$ cat src/uef_cfg.svh
`ifndef UEF_CFG_SVH
`define UEF_CFG_SVH

// Register byte offsets on the Avalon slave, one aligned word each.
`define UEF_OFS_FLAGS 6'h00
`define UEF_OFS_MASK 6'h04
`define UEF_OFS_ERR_FLAGS 6'h08
`define UEF_OFS_ERR_EN 6'h0c
`define UEF_OFS_XFER_STAT 6'h10
`define UEF_OFS_CTRL 6'h14

// Field positions inside the event flag register.
`define UEF_BIT_STALL 7
`define UEF_BIT_ATTACH 6
`define UEF_BIT_RESUME 5
`define UEF_BIT_IDLE 4
`define UEF_BIT_TOKEN 3
`define UEF_BIT_SOF 2
`define UEF_BIT_ERR 1
`define UEF_BIT_RESET 0

// Field positions inside the control and transfer status registers.
`define UEF_BIT_HOST_EN 0
`define UEF_BIT_STAT_VALID 0
`define UEF_BIT_STAT_DIR 3
`define UEF_STAT_EP_LSB 4

// Reset values.
`define UEF_FLAGS_RST 8'h00
`define UEF_MASK_RST 8'h00
`define UEF_ERR_EN_RST 8'h00
`define UEF_RDATA_RST 32'h0000_0000

// Timing: clock period, line hold time and idle time.
`define UEF_CLK_PERIOD_NS 100
`define UEF_LINE_HOLD_NS 2500
`define UEF_IDLE_MS 3
`define UEF_LINE_HOLD_CYC ((`UEF_LINE_HOLD_NS + `UEF_CLK_PERIOD_NS - 1) / `UEF_CLK_PERIOD_NS)
`define UEF_IDLE_CYC ((`UEF_IDLE_MS * 1000000 + `UEF_CLK_PERIOD_NS - 1) / `UEF_CLK_PERIOD_NS)

// Transfer status queue geometry.
`define UEF_FIFO_AW 2
`define UEF_FIFO_DEPTH 4
`define UEF_STAT_W 5

`endif

$ cat src/uef_pkg.sv
`include "uef_cfg.svh"

package uef_pkg;

    // State of the top module except its timers and status memory, registered as one word.
    typedef struct packed {
        logic [1:0] dp_sync;
        logic [1:0] dm_sync;
        logic [1:0] line_prev;
        logic [7:0] flags;
        logic [7:0] mask;
        logic [7:0] err_flags;
        logic [7:0] err_en;
        logic host_en;
        logic attached;
        logic [`UEF_FIFO_AW-1:0] wr_ptr;
        logic [`UEF_FIFO_AW-1:0] rd_ptr;
        logic [`UEF_FIFO_AW:0] count;
        logic waitreq;
        logic [31:0] rdata;
        logic irq;
    } uef_state_t;

endpackage

$ cat src/uef_persist.sv
`timescale 1ns/100ps

// Pulses once when a condition has held for CNT consecutive cycles.
module uef_persist #(
    parameter int CNT = 25
) (
    input wire logic core_clk,
    input wire logic rst_b,
    input wire logic cond,
    output logic hit
);

    localparam int W = $clog2(CNT + 1);

    typedef struct packed {
        logic [W-1:0] cnt;
        logic hit;
    } uef_persist_t;

    uef_persist_t s_r;
    uef_persist_t s_nxt;

    // The count saturates so that a long episode gives one pulse only.
    always_comb begin
        s_nxt = s_r;
        s_nxt.hit = 1'b0;
        if (!cond) begin
            s_nxt.cnt = '0;
        end else if (s_r.cnt < W'(CNT)) begin
            s_nxt.cnt = s_r.cnt + W'(1);
            s_nxt.hit = (s_r.cnt == W'(CNT - 1));
        end
    end

    // State register with synchronous reset.
    always_ff @(posedge core_clk) begin
        if (!rst_b) begin
            s_r <= '0;
        end else begin
            s_r <= s_nxt;
        end
    end

    assign hit = s_r.hit;

endmodule

$ cat src/uef_stat_mem.sv
`timescale 1ns/100ps

// Small storage for transfer status entries with registered read data.
module uef_stat_mem #(
    parameter int AW = 2,
    parameter int W = 5
) (
    input wire logic core_clk,
    input wire logic rst_b,
    input wire logic wr_en,
    input wire logic [AW-1:0] wr_addr,
    input wire logic [W-1:0] wr_data,
    input wire logic [AW-1:0] rd_addr,
    output logic [W-1:0] rd_data
);

    typedef struct packed {
        logic [(1<<AW)-1:0][W-1:0] mem;
        logic [W-1:0] rd;
    } uef_mem_t;

    uef_mem_t s_r;
    uef_mem_t s_nxt;

    // A write to the address being read is passed through, so a fresh entry is never stale.
    always_comb begin
        s_nxt = s_r;
        if (wr_en) begin
            s_nxt.mem[wr_addr] = wr_data;
        end
        if (wr_en && (wr_addr == rd_addr)) begin
            s_nxt.rd = wr_data;
        end else begin
            s_nxt.rd = s_r.mem[rd_addr];
        end
    end

    // State register with synchronous reset.
    always_ff @(posedge core_clk) begin
        if (!rst_b) begin
            s_r <= '0;
        end else begin
            s_r <= s_nxt;
        end
    end

    assign rd_data = s_r.rd;

endmodule

$ cat src/uef_top.sv
// Local design decisions: the register addresses and the Avalon-MM register port.
`timescale 1ns/100ps
`include "uef_cfg.svh"

// How it works
// - In host role, a received stall handshake sets the stall flag.
// - In function role, a transmitted stall handshake sets the stall flag.
// - Detecting a peripheral attaching sets the attach flag.
// - Attach counts only in host role, after quiet line time, line not SE0.
// - K state held 2.5 us on the data lines sets the resume flag.
// - Unbroken idle line for 3 ms or more sets the idle flag.
// - Token completion sets token-done; transfer status shows the endpoint.
// - Clearing token-done advances the transfer status queue.
// - SOF received as function, or host SOF threshold, sets the SOF flag.
// - Error summary is read-only, set only by enabled error conditions.
// - In function role the lowest flag reports a valid bus reset.
// - In host role the lowest flag reports a peripheral detach.
// - Flags set by hardware, cleared by writing one; all reset to zero.
// - Flag register bits 31 to 8 always read zero.
module uef_top #(
    parameter int IDLE_CYC = `UEF_IDLE_CYC
) (
    input wire logic core_clk,
    input wire logic rst_b,
    input wire logic [5:0] avs_address,
    input wire logic avs_read,
    input wire logic avs_write,
    input wire logic [31:0] avs_writedata,
    input wire logic [3:0] avs_byteenable,
    output logic [31:0] avs_readdata,
    output logic avs_waitrequest,
    input wire logic usb_dp_in,
    input wire logic usb_dm_in,
    input wire logic stall_rx_evt,
    input wire logic stall_tx_evt,
    input wire logic tok_done_evt,
    input wire logic [3:0] tok_ep,
    input wire logic tok_dir,
    input wire logic sof_rx_evt,
    input wire logic sof_thresh_evt,
    input wire logic [7:0] err_evt,
    output logic host_role_enable,
    output logic irq
);

    localparam int HOLD_CYC = `UEF_LINE_HOLD_CYC;
    localparam logic [`UEF_FIFO_AW:0] FIFO_FULL = (`UEF_FIFO_AW + 1)'(`UEF_FIFO_DEPTH);

    // Register map, one aligned 32-bit word per register:
    //   0x00 event flags, write one to clear; bit 1 is the live error summary.
    //   0x04 interrupt mask, same layout as the event flags.
    //   0x08 error flags, write one to clear.
    //   0x0c error enable, choosing which error flags feed the summary.
    //   0x10 transfer status, read only: endpoint, direction, not-empty bit.
    //   0x14 control; bit 0 selects the host role.
    // Any other address reads as zero and ignores writes.
    // Only byte lane 0 holds register bits, so a write without it is ignored.

    // Bus timing: waitrequest idles high. A request seen while it is high is
    // taken, and waitrequest then drops for exactly one cycle with the read
    // data already standing. A write is committed on that low cycle, at the
    // edge where the master completes. Every access costs two cycles, and the
    // master may start the next one in the cycle after it lets go.
    // Reads have no side effects, so their data is loaded at the taking edge.
    // The answer never waits on anything else, so a request cannot hang.

    // Line detection: the data lines pass two flip-flops first, so every line
    // event lags the pins by two cycles. Each timer fires once per unbroken
    // episode and must see its condition drop before it can fire again.
    // A line that changes every cycle never lets a timer run out, which is
    // how ongoing bus traffic looks to this block.
    // The J, K and SE0 decodes assume full-speed signalling levels.

    // Role switching: the stall, SOF and lowest-flag sources follow the role
    // bit as it stands, so an event in the cycle of a role write follows the
    // old role. Leaving the host role forgets any attached peripheral.

    // Detach is only reported after an attach was seen, so an empty port held
    // in SE0 does not keep reporting detach in the host role.

    // Transfer status queue: each finished token pushes its endpoint and
    // direction. A full queue drops the new entry but still raises token-done,
    // so software learns that a token finished even if its detail is lost.
    // Clearing token-done pops the head; if more entries wait, the flag is
    // raised again in the same cycle so that none is overlooked.
    // The queue is four deep; its storage lives in its own small memory.

    // The interrupt is a level: it stays high while any unmasked flag is set,
    // the error summary included, and falls only when software clears or masks.

    // Limitations: the idle time is counted in clock cycles, so IDLE_CYC must
    // match the real clock, while the line hold time comes from the header.
    // A hardware set in the commit cycle of a clearing write leaves the flag
    // set, so an event is never lost to a badly timed clear.
    // Error sources are pulses; each sets its own sticky error flag whether
    // or not it is enabled, and enabling it later raises the summary at once.

    // Event inputs come from logic on this clock and are used as they are;
    // only the two line pins cross in from outside and need synchronising.

    uef_pkg::uef_state_t s_r;
    uef_pkg::uef_state_t s_nxt;

    logic dp_s;
    logic dm_s;
    logic se0;
    logic line_j;
    logic line_k;
    logic quiet;
    logic [2:0] hold_cond;
    logic [2:0] hold_hit;
    logic idle_hit;
    logic [`UEF_STAT_W-1:0] stat_head;
    logic [`UEF_FIFO_AW-1:0] stat_rd_addr;
    logic push;
    logic pop;

    // Address match, used by the write decoder; the read decoder uses a case.
    function automatic logic reg_hit(input logic [5:0] addr, input logic [5:0] ofs);
        reg_hit = (addr == ofs);
    endfunction

    // Line state after the two-stage synchronisers; only stage two is used.
    assign dp_s = s_r.dp_sync[1];
    assign dm_s = s_r.dm_sync[1];
    assign se0 = !dp_s && !dm_s;
    assign line_j = dp_s && !dm_s;
    assign line_k = !dp_s && dm_s;
    // A driven, unchanging line counts as quiet; any edge restarts the wait.
    assign quiet = (line_j || line_k) && ({dp_s, dm_s} == s_r.line_prev);

    // Conditions that must persist for the line hold time.
    assign hold_cond[0] = line_k;
    assign hold_cond[1] = quiet;
    assign hold_cond[2] = se0;

    // One persistence timer per line condition that shares the hold time.
    genvar gi;
    generate
        for (gi = 0; gi < 3; gi++) begin : g_hold
            uef_persist #(
                .CNT(HOLD_CYC)
            ) u_hold (
                .core_clk(core_clk),
                .rst_b(rst_b),
                .cond(hold_cond[gi]),
                .hit(hold_hit[gi])
            );
        end
    endgenerate

    // The idle time is long, so its count is a top parameter.
    uef_persist #(
        .CNT(IDLE_CYC)
    ) u_idle (
        .core_clk(core_clk),
        .rst_b(rst_b),
        .cond(line_j),
        .hit(idle_hit)
    );

    // Transfer status entries waiting for software.
    uef_stat_mem #(
        .AW(`UEF_FIFO_AW),
        .W(`UEF_STAT_W)
    ) u_stat (
        .core_clk(core_clk),
        .rst_b(rst_b),
        .wr_en(push),
        .wr_addr(s_r.wr_ptr),
        .wr_data({tok_ep, tok_dir}),
        .rd_addr(stat_rd_addr),
        .rd_data(stat_head)
    );

    // Flags as software sees them, with the live error summary folded in.
    function automatic logic [7:0] flag_view(input logic [7:0] flags, input logic summary);
        logic [7:0] v;
        v = flags;
        v[`UEF_BIT_ERR] = summary;
        flag_view = v;
    endfunction

    logic acc;
    logic wr_lo;
    logic [7:0] clr;
    logic [7:0] ev_set;
    logic err_sum_nxt;

    // Bus access, event collection and the status queue pointers.
    always_comb begin
        s_nxt = s_r;
        s_nxt.dp_sync = {s_r.dp_sync[0], usb_dp_in};
        s_nxt.dm_sync = {s_r.dm_sync[0], usb_dm_in};
        s_nxt.line_prev = {dp_s, dm_s};

        // A request is taken when it meets the wait state; the answer follows one cycle later.
        acc = (avs_read || avs_write) && s_r.waitreq;
        // A write lands only at the edge where the master sees waitrequest low,
        // so nothing changes before the master has had its answer.
        wr_lo = avs_write && !s_r.waitreq && avs_byteenable[0];
        clr = 8'h00;
        if (wr_lo && reg_hit(avs_address, `UEF_OFS_FLAGS)) begin
            clr = avs_writedata[7:0];
        end

        // Hardware events; stall, attach, SOF and the lowest flag follow the current role.
        ev_set = 8'h00;
        ev_set[`UEF_BIT_STALL] = s_r.host_en ? stall_rx_evt : stall_tx_evt;
        ev_set[`UEF_BIT_ATTACH] = s_r.host_en && !s_r.attached && hold_hit[1];
        ev_set[`UEF_BIT_RESUME] = hold_hit[0];
        ev_set[`UEF_BIT_IDLE] = idle_hit;
        ev_set[`UEF_BIT_SOF] = s_r.host_en ? sof_thresh_evt : sof_rx_evt;
        ev_set[`UEF_BIT_RESET] = hold_hit[2] && (s_r.host_en ? s_r.attached : 1'b1);

        // Clearing token-done drops the head entry; more entries raise the flag again.
        pop = clr[`UEF_BIT_TOKEN] && s_r.flags[`UEF_BIT_TOKEN] && (s_r.count != '0);
        push = tok_done_evt && (s_r.count != FIFO_FULL);
        ev_set[`UEF_BIT_TOKEN] = tok_done_evt || (pop && (s_r.count > (`UEF_FIFO_AW + 1)'(1)));

        // Set wins over clear; the summary bit is never stored.
        s_nxt.flags = (s_r.flags & ~clr) | ev_set;
        s_nxt.flags[`UEF_BIT_ERR] = 1'b0;

        // Attachment state follows the detector while in host role.
        if (!s_r.host_en) begin
            s_nxt.attached = 1'b0;
        end else if (ev_set[`UEF_BIT_ATTACH]) begin
            s_nxt.attached = 1'b1;
        end else if (ev_set[`UEF_BIT_RESET]) begin
            s_nxt.attached = 1'b0;
        end

        // Queue pointers; the read address looks ahead so the head is ready at once.
        if (push) begin
            s_nxt.wr_ptr = s_r.wr_ptr + `UEF_FIFO_AW'(1);
        end
        if (pop) begin
            s_nxt.rd_ptr = s_r.rd_ptr + `UEF_FIFO_AW'(1);
        end
        case ({push, pop})
            2'b10: s_nxt.count = s_r.count + (`UEF_FIFO_AW + 1)'(1);
            2'b01: s_nxt.count = s_r.count - (`UEF_FIFO_AW + 1)'(1);
            default: s_nxt.count = s_r.count;
        endcase

        // Error flags are sticky and cleared by writing one, set winning.
        s_nxt.err_flags = s_r.err_flags | err_evt;
        if (wr_lo && reg_hit(avs_address, `UEF_OFS_ERR_FLAGS)) begin
            s_nxt.err_flags = (s_r.err_flags & ~avs_writedata[7:0]) | err_evt;
        end
        if (wr_lo && reg_hit(avs_address, `UEF_OFS_ERR_EN)) begin
            s_nxt.err_en = avs_writedata[7:0];
        end
        if (wr_lo && reg_hit(avs_address, `UEF_OFS_MASK)) begin
            s_nxt.mask = avs_writedata[7:0];
        end
        if (wr_lo && reg_hit(avs_address, `UEF_OFS_CTRL)) begin
            s_nxt.host_en = avs_writedata[`UEF_BIT_HOST_EN];
        end
        err_sum_nxt = |(s_nxt.err_flags & s_nxt.err_en);

        // Read data are loaded at the accept edge; unmapped reads give zero.
        s_nxt.waitreq = !acc;
        if (acc && avs_read) begin
            s_nxt.rdata = `UEF_RDATA_RST;
            case (avs_address)
                `UEF_OFS_FLAGS: s_nxt.rdata[7:0] = flag_view(s_r.flags, |(s_r.err_flags & s_r.err_en));
                `UEF_OFS_MASK: s_nxt.rdata[7:0] = s_r.mask;
                `UEF_OFS_ERR_FLAGS: s_nxt.rdata[7:0] = s_r.err_flags;
                `UEF_OFS_ERR_EN: s_nxt.rdata[7:0] = s_r.err_en;
                `UEF_OFS_XFER_STAT: begin
                    s_nxt.rdata[`UEF_STAT_EP_LSB +: 4] = stat_head[4:1];
                    s_nxt.rdata[`UEF_BIT_STAT_DIR] = stat_head[0];
                    s_nxt.rdata[`UEF_BIT_STAT_VALID] = (s_r.count != '0);
                end
                `UEF_OFS_CTRL: s_nxt.rdata[`UEF_BIT_HOST_EN] = s_r.host_en;
                default: s_nxt.rdata = `UEF_RDATA_RST;
            endcase
        end

        // Level interrupt from the next flag view, so it leaves a flip-flop.
        s_nxt.irq = |(flag_view(s_nxt.flags, err_sum_nxt) & s_nxt.mask);
    end

    assign stat_rd_addr = s_nxt.rd_ptr;

    // State register with synchronous reset; all flags start clear.
    // Waitrequest comes out of reset high, so no access is answered during it.
    always_ff @(posedge core_clk) begin
        if (!rst_b) begin
            s_r <= '0;
            s_r.flags <= `UEF_FLAGS_RST;
            s_r.mask <= `UEF_MASK_RST;
            s_r.err_en <= `UEF_ERR_EN_RST;
            s_r.waitreq <= 1'b1;
        end else begin
            s_r <= s_nxt;
        end
    end

    assign avs_readdata = s_r.rdata;
    assign avs_waitrequest = s_r.waitreq;
    assign host_role_enable = s_r.host_en;
    assign irq = s_r.irq;

endmodule

$ cat config.mk
export PLATFORM = sky130hd
export DESIGN_NAME = uef_top
export DESIGN_NICKNAME = d
export VERILOG_FILES = /design/src/uef_pkg.sv /design/src/uef_persist.sv /design/src/uef_stat_mem.sv /design/src/uef_top.sv
export VERILOG_INCLUDE_DIRS = /design/src
export SDC_FILE = /design/constraint.sdc
export NUM_CORES = 1
export LEC_CHECK = 0
export BUFFER_PORTS_ARGS = -buffer_cell sky130_fd_sc_hd__buf_2
export CELL_PAD_IN_SITES_DETAIL_PLACEMENT = 1
export CELL_PAD_IN_SITES_GLOBAL_PLACEMENT = 2
export CORE_UTILIZATION = 31
export CTS_CLUSTER_DIAMETER = 30
export DETAILED_ROUTE_END_ITERATION = 6
export PLACE_DENSITY = 0.88
export SETUP_SLACK_MARGIN = 0.3
export SLEW_MARGIN = 20
export SYNTH_ARGS = -nofsm -noshare
export SYNTH_HDL_FRONTEND = slang
export SYNTH_SLANG_ARGS = --single-unit
$ cat constraint.sdc
create_clock -name core_clk -period 2.2 [get_ports core_clk]
set_input_delay 0.22 -clock core_clk [delete_from_list [all_inputs] [get_ports core_clk]]
set_output_delay 0.22 -clock core_clk [all_outputs]
set_load 0.02 [all_outputs]
==> flow_metrics.py <==
metrics = {
    "clocking": {
        "clock-root-buffer": "sky130_fd_sc_hd__clkbuf_16",
        "worstSkewPairLatency_ns": 0.42,
        "total_cts_buffers": 17,
        "h-tree-depth": 4,
        "clockBufferDepth": 2,
        "clock_tree_from_tritoncts": "done",
        "cts_sinks": 115,
        "cts_clk_pin_slew_worst_paths_ns": 0.05,
    },
    "power_and_ir_drop": {
        "pwr_density_cell_nw_per_um2": 775,
        "p_total_mw": 5.69,
        "power_leakage_nw": 2.72,
        "power.ir.vdd_worst_mv": 0.440,
    },
    "grt": {
        "grt_pass1_vias": 5492,
        "global_route_usage_over_all_layers": 0.194,
        "global_route.overflow_total": 0,
        "number_of_antenna_violations_at_the_first_check_in_global_routing": 0,
        "grt_max_degree": 29,
        "first_pass_grt_wire_length_mm": 28.0,
    },
    "placed_design": {
        "routabilityCongestion": 0.892,
        "port_buffers": 49,
        "place_hpwl_mm": 12.0,
        "place_ws_ns": -0.0590,
        "numPlacedInstances": 918,
    },
    "route": {
        "avgViaCountPerCell": 5.38,
        "wl_met1_mm": 7.37,
        "postRouteWirelength_mm": 17.6,
        "maxUsedRoutingLayer": "met4",
        "drt_first_iter_violations": 291,
        "routed-wl-met2_mm": 8.85,
        "detail_route.drc_violations": 0,
        "dr.pass1.iters": 7,
        "num_vias": 5222,
        "route.antenna.remaining_nets": 0,
        "dr_wl_met3_um": 767,
        "wl_per_cell_um": 18.1,
    },
    "floorplanning": {
        "floorplan.initialDensity": 0.317,
        "die_w_um": 138,
        "core.rowCount": 49,
        "floorplan.die_area_um2": 19000,
        "area_inside_the_core_boundary_um2": 18000,
        "die_h_um": 138,
        "boundary_pins": 101,
    },
    "sta": {
        "timing.setup.tns_ns": 0,
        "final_period_minus_worst_setup_slack_ns": 2.15,
        "final_min_period_over_clock_period": 0.980,
        "slew_headroom": 0.640,
        "hold_violations": 0,
        "timing_max_transition_violations_final": 0,
        "skew_ns": 0.00574,
        "worst-slew-pin-transition_ns": 0.540,
        "rsz_0062_raised_after_global_routing": "yes",
        "worst_hold_slack_ns": 0.0389,
        "fmaxAchievable_mhz": 464,
        "setup_ws_ns": 0.0450,
        "setup_viol": 0,
    },
    "logic_synthesis": {
        "ys_warn_count": 0,
        "async_reset_ff_frac": 0,
        "ys_seq_area_frac": 0.403,
        "count_of_unique_library_cells_instantiated_by_yosys": 65,
        "synth-edff-count": 0,
        "flops_latches_synth": 115,
        "syn_area_per_cell_um2": 8.99,
        "syn-cell-area_um2": 5720,
        "post_synth_inst_count": 636,
        "synth_flop_cell": "sky130_fd_sc_hd__dfxtp_1",
    },
    "worst_hold_path": {
        "class_of_the_tightest_hold_or_removal_check": "input pin to flop",
        "startpoint_of_the_most_critical_hold_path": "avs_read",
    },
    "layout": {
        "diodes": 0,
        "finish.net_count": 814,
        "drive_gt1_frac": 0.261,
        "final-instance-count-excl-fill": 971,
        "area_delta_synth_final_pct": 28.4,
    },
    "outcome": {
        "result_of_the_run": "completed",
    },
    "critical_path": {
        "largest_driver_fanout_on_the_critical_path": 8,
        "setup.worst_path.end_class": "flop",
        "critPathLaunch": "avs_waitrequest",
        "worstReg2RegStart": "avs_waitrequest",
        "worst_ep_arrival_time_ns": 2.47,
        "worstSetupStartpointType": "flop",
        "setup.worst_path.class": "flop to flop",
        "worstPathRequired_ns": 2.51,
    },
    "flow_run": {
        "maxCapViolCount": 0,
    },
}
## state kept, by name, summed over array words and instances, names as in the netlist
register	count
u_stat.s_r	20
avs_waitrequest	1
u_idle.hit	1
g_hold.u_hold.hit	3
dm_s	1
u_idle.s_r	15
irq	1
s_r	41
s_nxt	2
host_role_enable	1
u_stat.rd_data	5
dp_s	1
g_hold.u_hold.s_r	15
avs_readdata	8
## layout make-up
type,instances,area (µm²)
Timing Repair Buffer,109,736
Fill cell,2082,10700
Tap cell,229,287
Sequential cell,115,2310
Inverter,18,67.6
Clock inverter,8,148
Clock buffer,24,492
Multi-Input combinational cell,468,3300
## power breakdown
part / total (mW) / switching [mW] / internal, mW / leakage (nW)
sequential: 2.21 / 0.0585 / 2.15 / 0.938
clock: 3.00 / 0.988 / 2.01 / 0.303
combinational: 0.479 / 0.295 / 0.184 / 1.48
total: 5.69 / 1.34 / 4.35 / 2.72
## timing repair
action                                  in CTS  in global routing
endpoints found under the hold margin        2                  0
setup buffers                               13                  6
hold buffers                                 2                  0
pin swaps                                   11                 12
endpoints found under the setup margin      18                 19
resized for setup                           25                 23
## metrics by stage
step                      cell area [µm²]  utilization
after global placement               6350        0.352
after detailed placement             6350        0.352
final                                7340        0.407
after CTS                            7200        0.400
after global routing                 7340        0.407
after floorplan                      5860            -
## final timing paths
kind / end / slack [ns] / cells past startpoint
worst max-delay path: irq / 0.05 / 7
worst min-delay path: avs_waitrequest / 0.04 / 2
worst max register to register: irq / 0.05 / 7
worst min register to register: dp_s / 0.43 / 1
## cell families (layout without fill, tap and decap cells)
logic type               after synthesis  in the layout  synth area share
AND/OR/NAND/NOR                      224            224             0.216
other                                  1             24          0.000656
adder cells (fa/ha/maj)               19             19            0.0416
AO/OA/AOI/OAI                        165            165             0.205
XOR/XNOR                              12             12            0.0184
flip-flops                           115            115             0.403
buffers and inverters                 76            159            0.0722
multiplexers                          24             24            0.0429
## cells in the mapped netlist (6+ instances only)
cell                       count  share of area
sky130_fd_sc_hd__a21boi_0     22          0.029
sky130_fd_sc_hd__a21oi_1      35          0.031
sky130_fd_sc_hd__a222oi_1      6          0.011
sky130_fd_sc_hd__a22oi_1      10          0.013
sky130_fd_sc_hd__a31oi_1      10          0.011
sky130_fd_sc_hd__and2_1       19          0.021
sky130_fd_sc_hd__buf_4        33          0.043
sky130_fd_sc_hd__clkbuf_1     21          0.014
sky130_fd_sc_hd__dfxtp_1     115           0.40
sky130_fd_sc_hd__ha_1         19          0.042
sky130_fd_sc_hd__inv_1        18          0.012
sky130_fd_sc_hd__mux2i_1      20          0.035
sky130_fd_sc_hd__nand2_1      46          0.030
sky130_fd_sc_hd__nand3_1      41          0.036
sky130_fd_sc_hd__nand4_1      16          0.018
sky130_fd_sc_hd__nor2_1       22          0.014
sky130_fd_sc_hd__nor2b_1      30          0.033
sky130_fd_sc_hd__nor3_1       12          0.011
sky130_fd_sc_hd__o211ai_1     11          0.014
sky130_fd_sc_hd__o21ai_0      24          0.021
sky130_fd_sc_hd__or4_1         7         0.0092
sky130_fd_sc_hd__xnor2_1       7          0.011
## worst max-delay path: stages, from the launching register on
cell	delay [ns]
sky130_fd_sc_hd__dfxtp_1	0.31
sky130_fd_sc_hd__and3b_2	0.27
sky130_fd_sc_hd__and4_4	0.25
sky130_fd_sc_hd__buf_12	0.15
sky130_fd_sc_hd__mux2i_4	0.26
sky130_fd_sc_hd__o22ai_1	0.10
sky130_fd_sc_hd__or4_1	0.52
sky130_fd_sc_hd__a22o_1	0.19
## cells in the final DEF, fill, tap and decap left out, types with 4 or more instances in the layout
master and instances:
sky130_fd_sc_hd__a211oi_1 5, sky130_fd_sc_hd__a222oi_1 6, sky130_fd_sc_hd__dfxtp_1 111, sky130_fd_sc_hd__conb_1 24
sky130_fd_sc_hd__o21ai_2 5, sky130_fd_sc_hd__clkbuf_16 17, sky130_fd_sc_hd__nand3_1 38, sky130_fd_sc_hd__a21oi_2 6
sky130_fd_sc_hd__o211ai_1 11, sky130_fd_sc_hd__a21oi_1 29, sky130_fd_sc_hd__bufinv_16 4, sky130_fd_sc_hd__mux2i_1 17
sky130_fd_sc_hd__nor3b_1 5, sky130_fd_sc_hd__nor3_1 12, sky130_fd_sc_hd__o31ai_1 4, sky130_fd_sc_hd__a31oi_1 10
sky130_fd_sc_hd__nor2b_1 30, sky130_fd_sc_hd__o22ai_1 4, sky130_fd_sc_hd__inv_1 16, sky130_fd_sc_hd__o21ai_0 21
sky130_fd_sc_hd__a22oi_1 10, sky130_fd_sc_hd__or4_4 5, sky130_fd_sc_hd__nand4_1 16, sky130_fd_sc_hd__nor2_1 20
sky130_fd_sc_hd__ha_1 17, sky130_fd_sc_hd__buf_2 49, sky130_fd_sc_hd__buf_6 4, sky130_fd_sc_hd__o221ai_1 5
sky130_fd_sc_hd__a21boi_0 20, sky130_fd_sc_hd__mux2_2 4, sky130_fd_sc_hd__xor2_1 5, sky130_fd_sc_hd__and2_1 19
sky130_fd_sc_hd__xnor2_1 7, sky130_fd_sc_hd__buf_4 52, sky130_fd_sc_hd__nand2_1 46, sky130_fd_sc_hd__clkbuf_8 4
## routing by layer
metal  GRT usage  vias to the layer above
met1       0.215                     2580
met3      0.0453                       42
met5           0                        -
li1            -                     2460
met2       0.342                      140
met4       0.101                        0
Note: power is estimated with default switching activity, not from simulation.
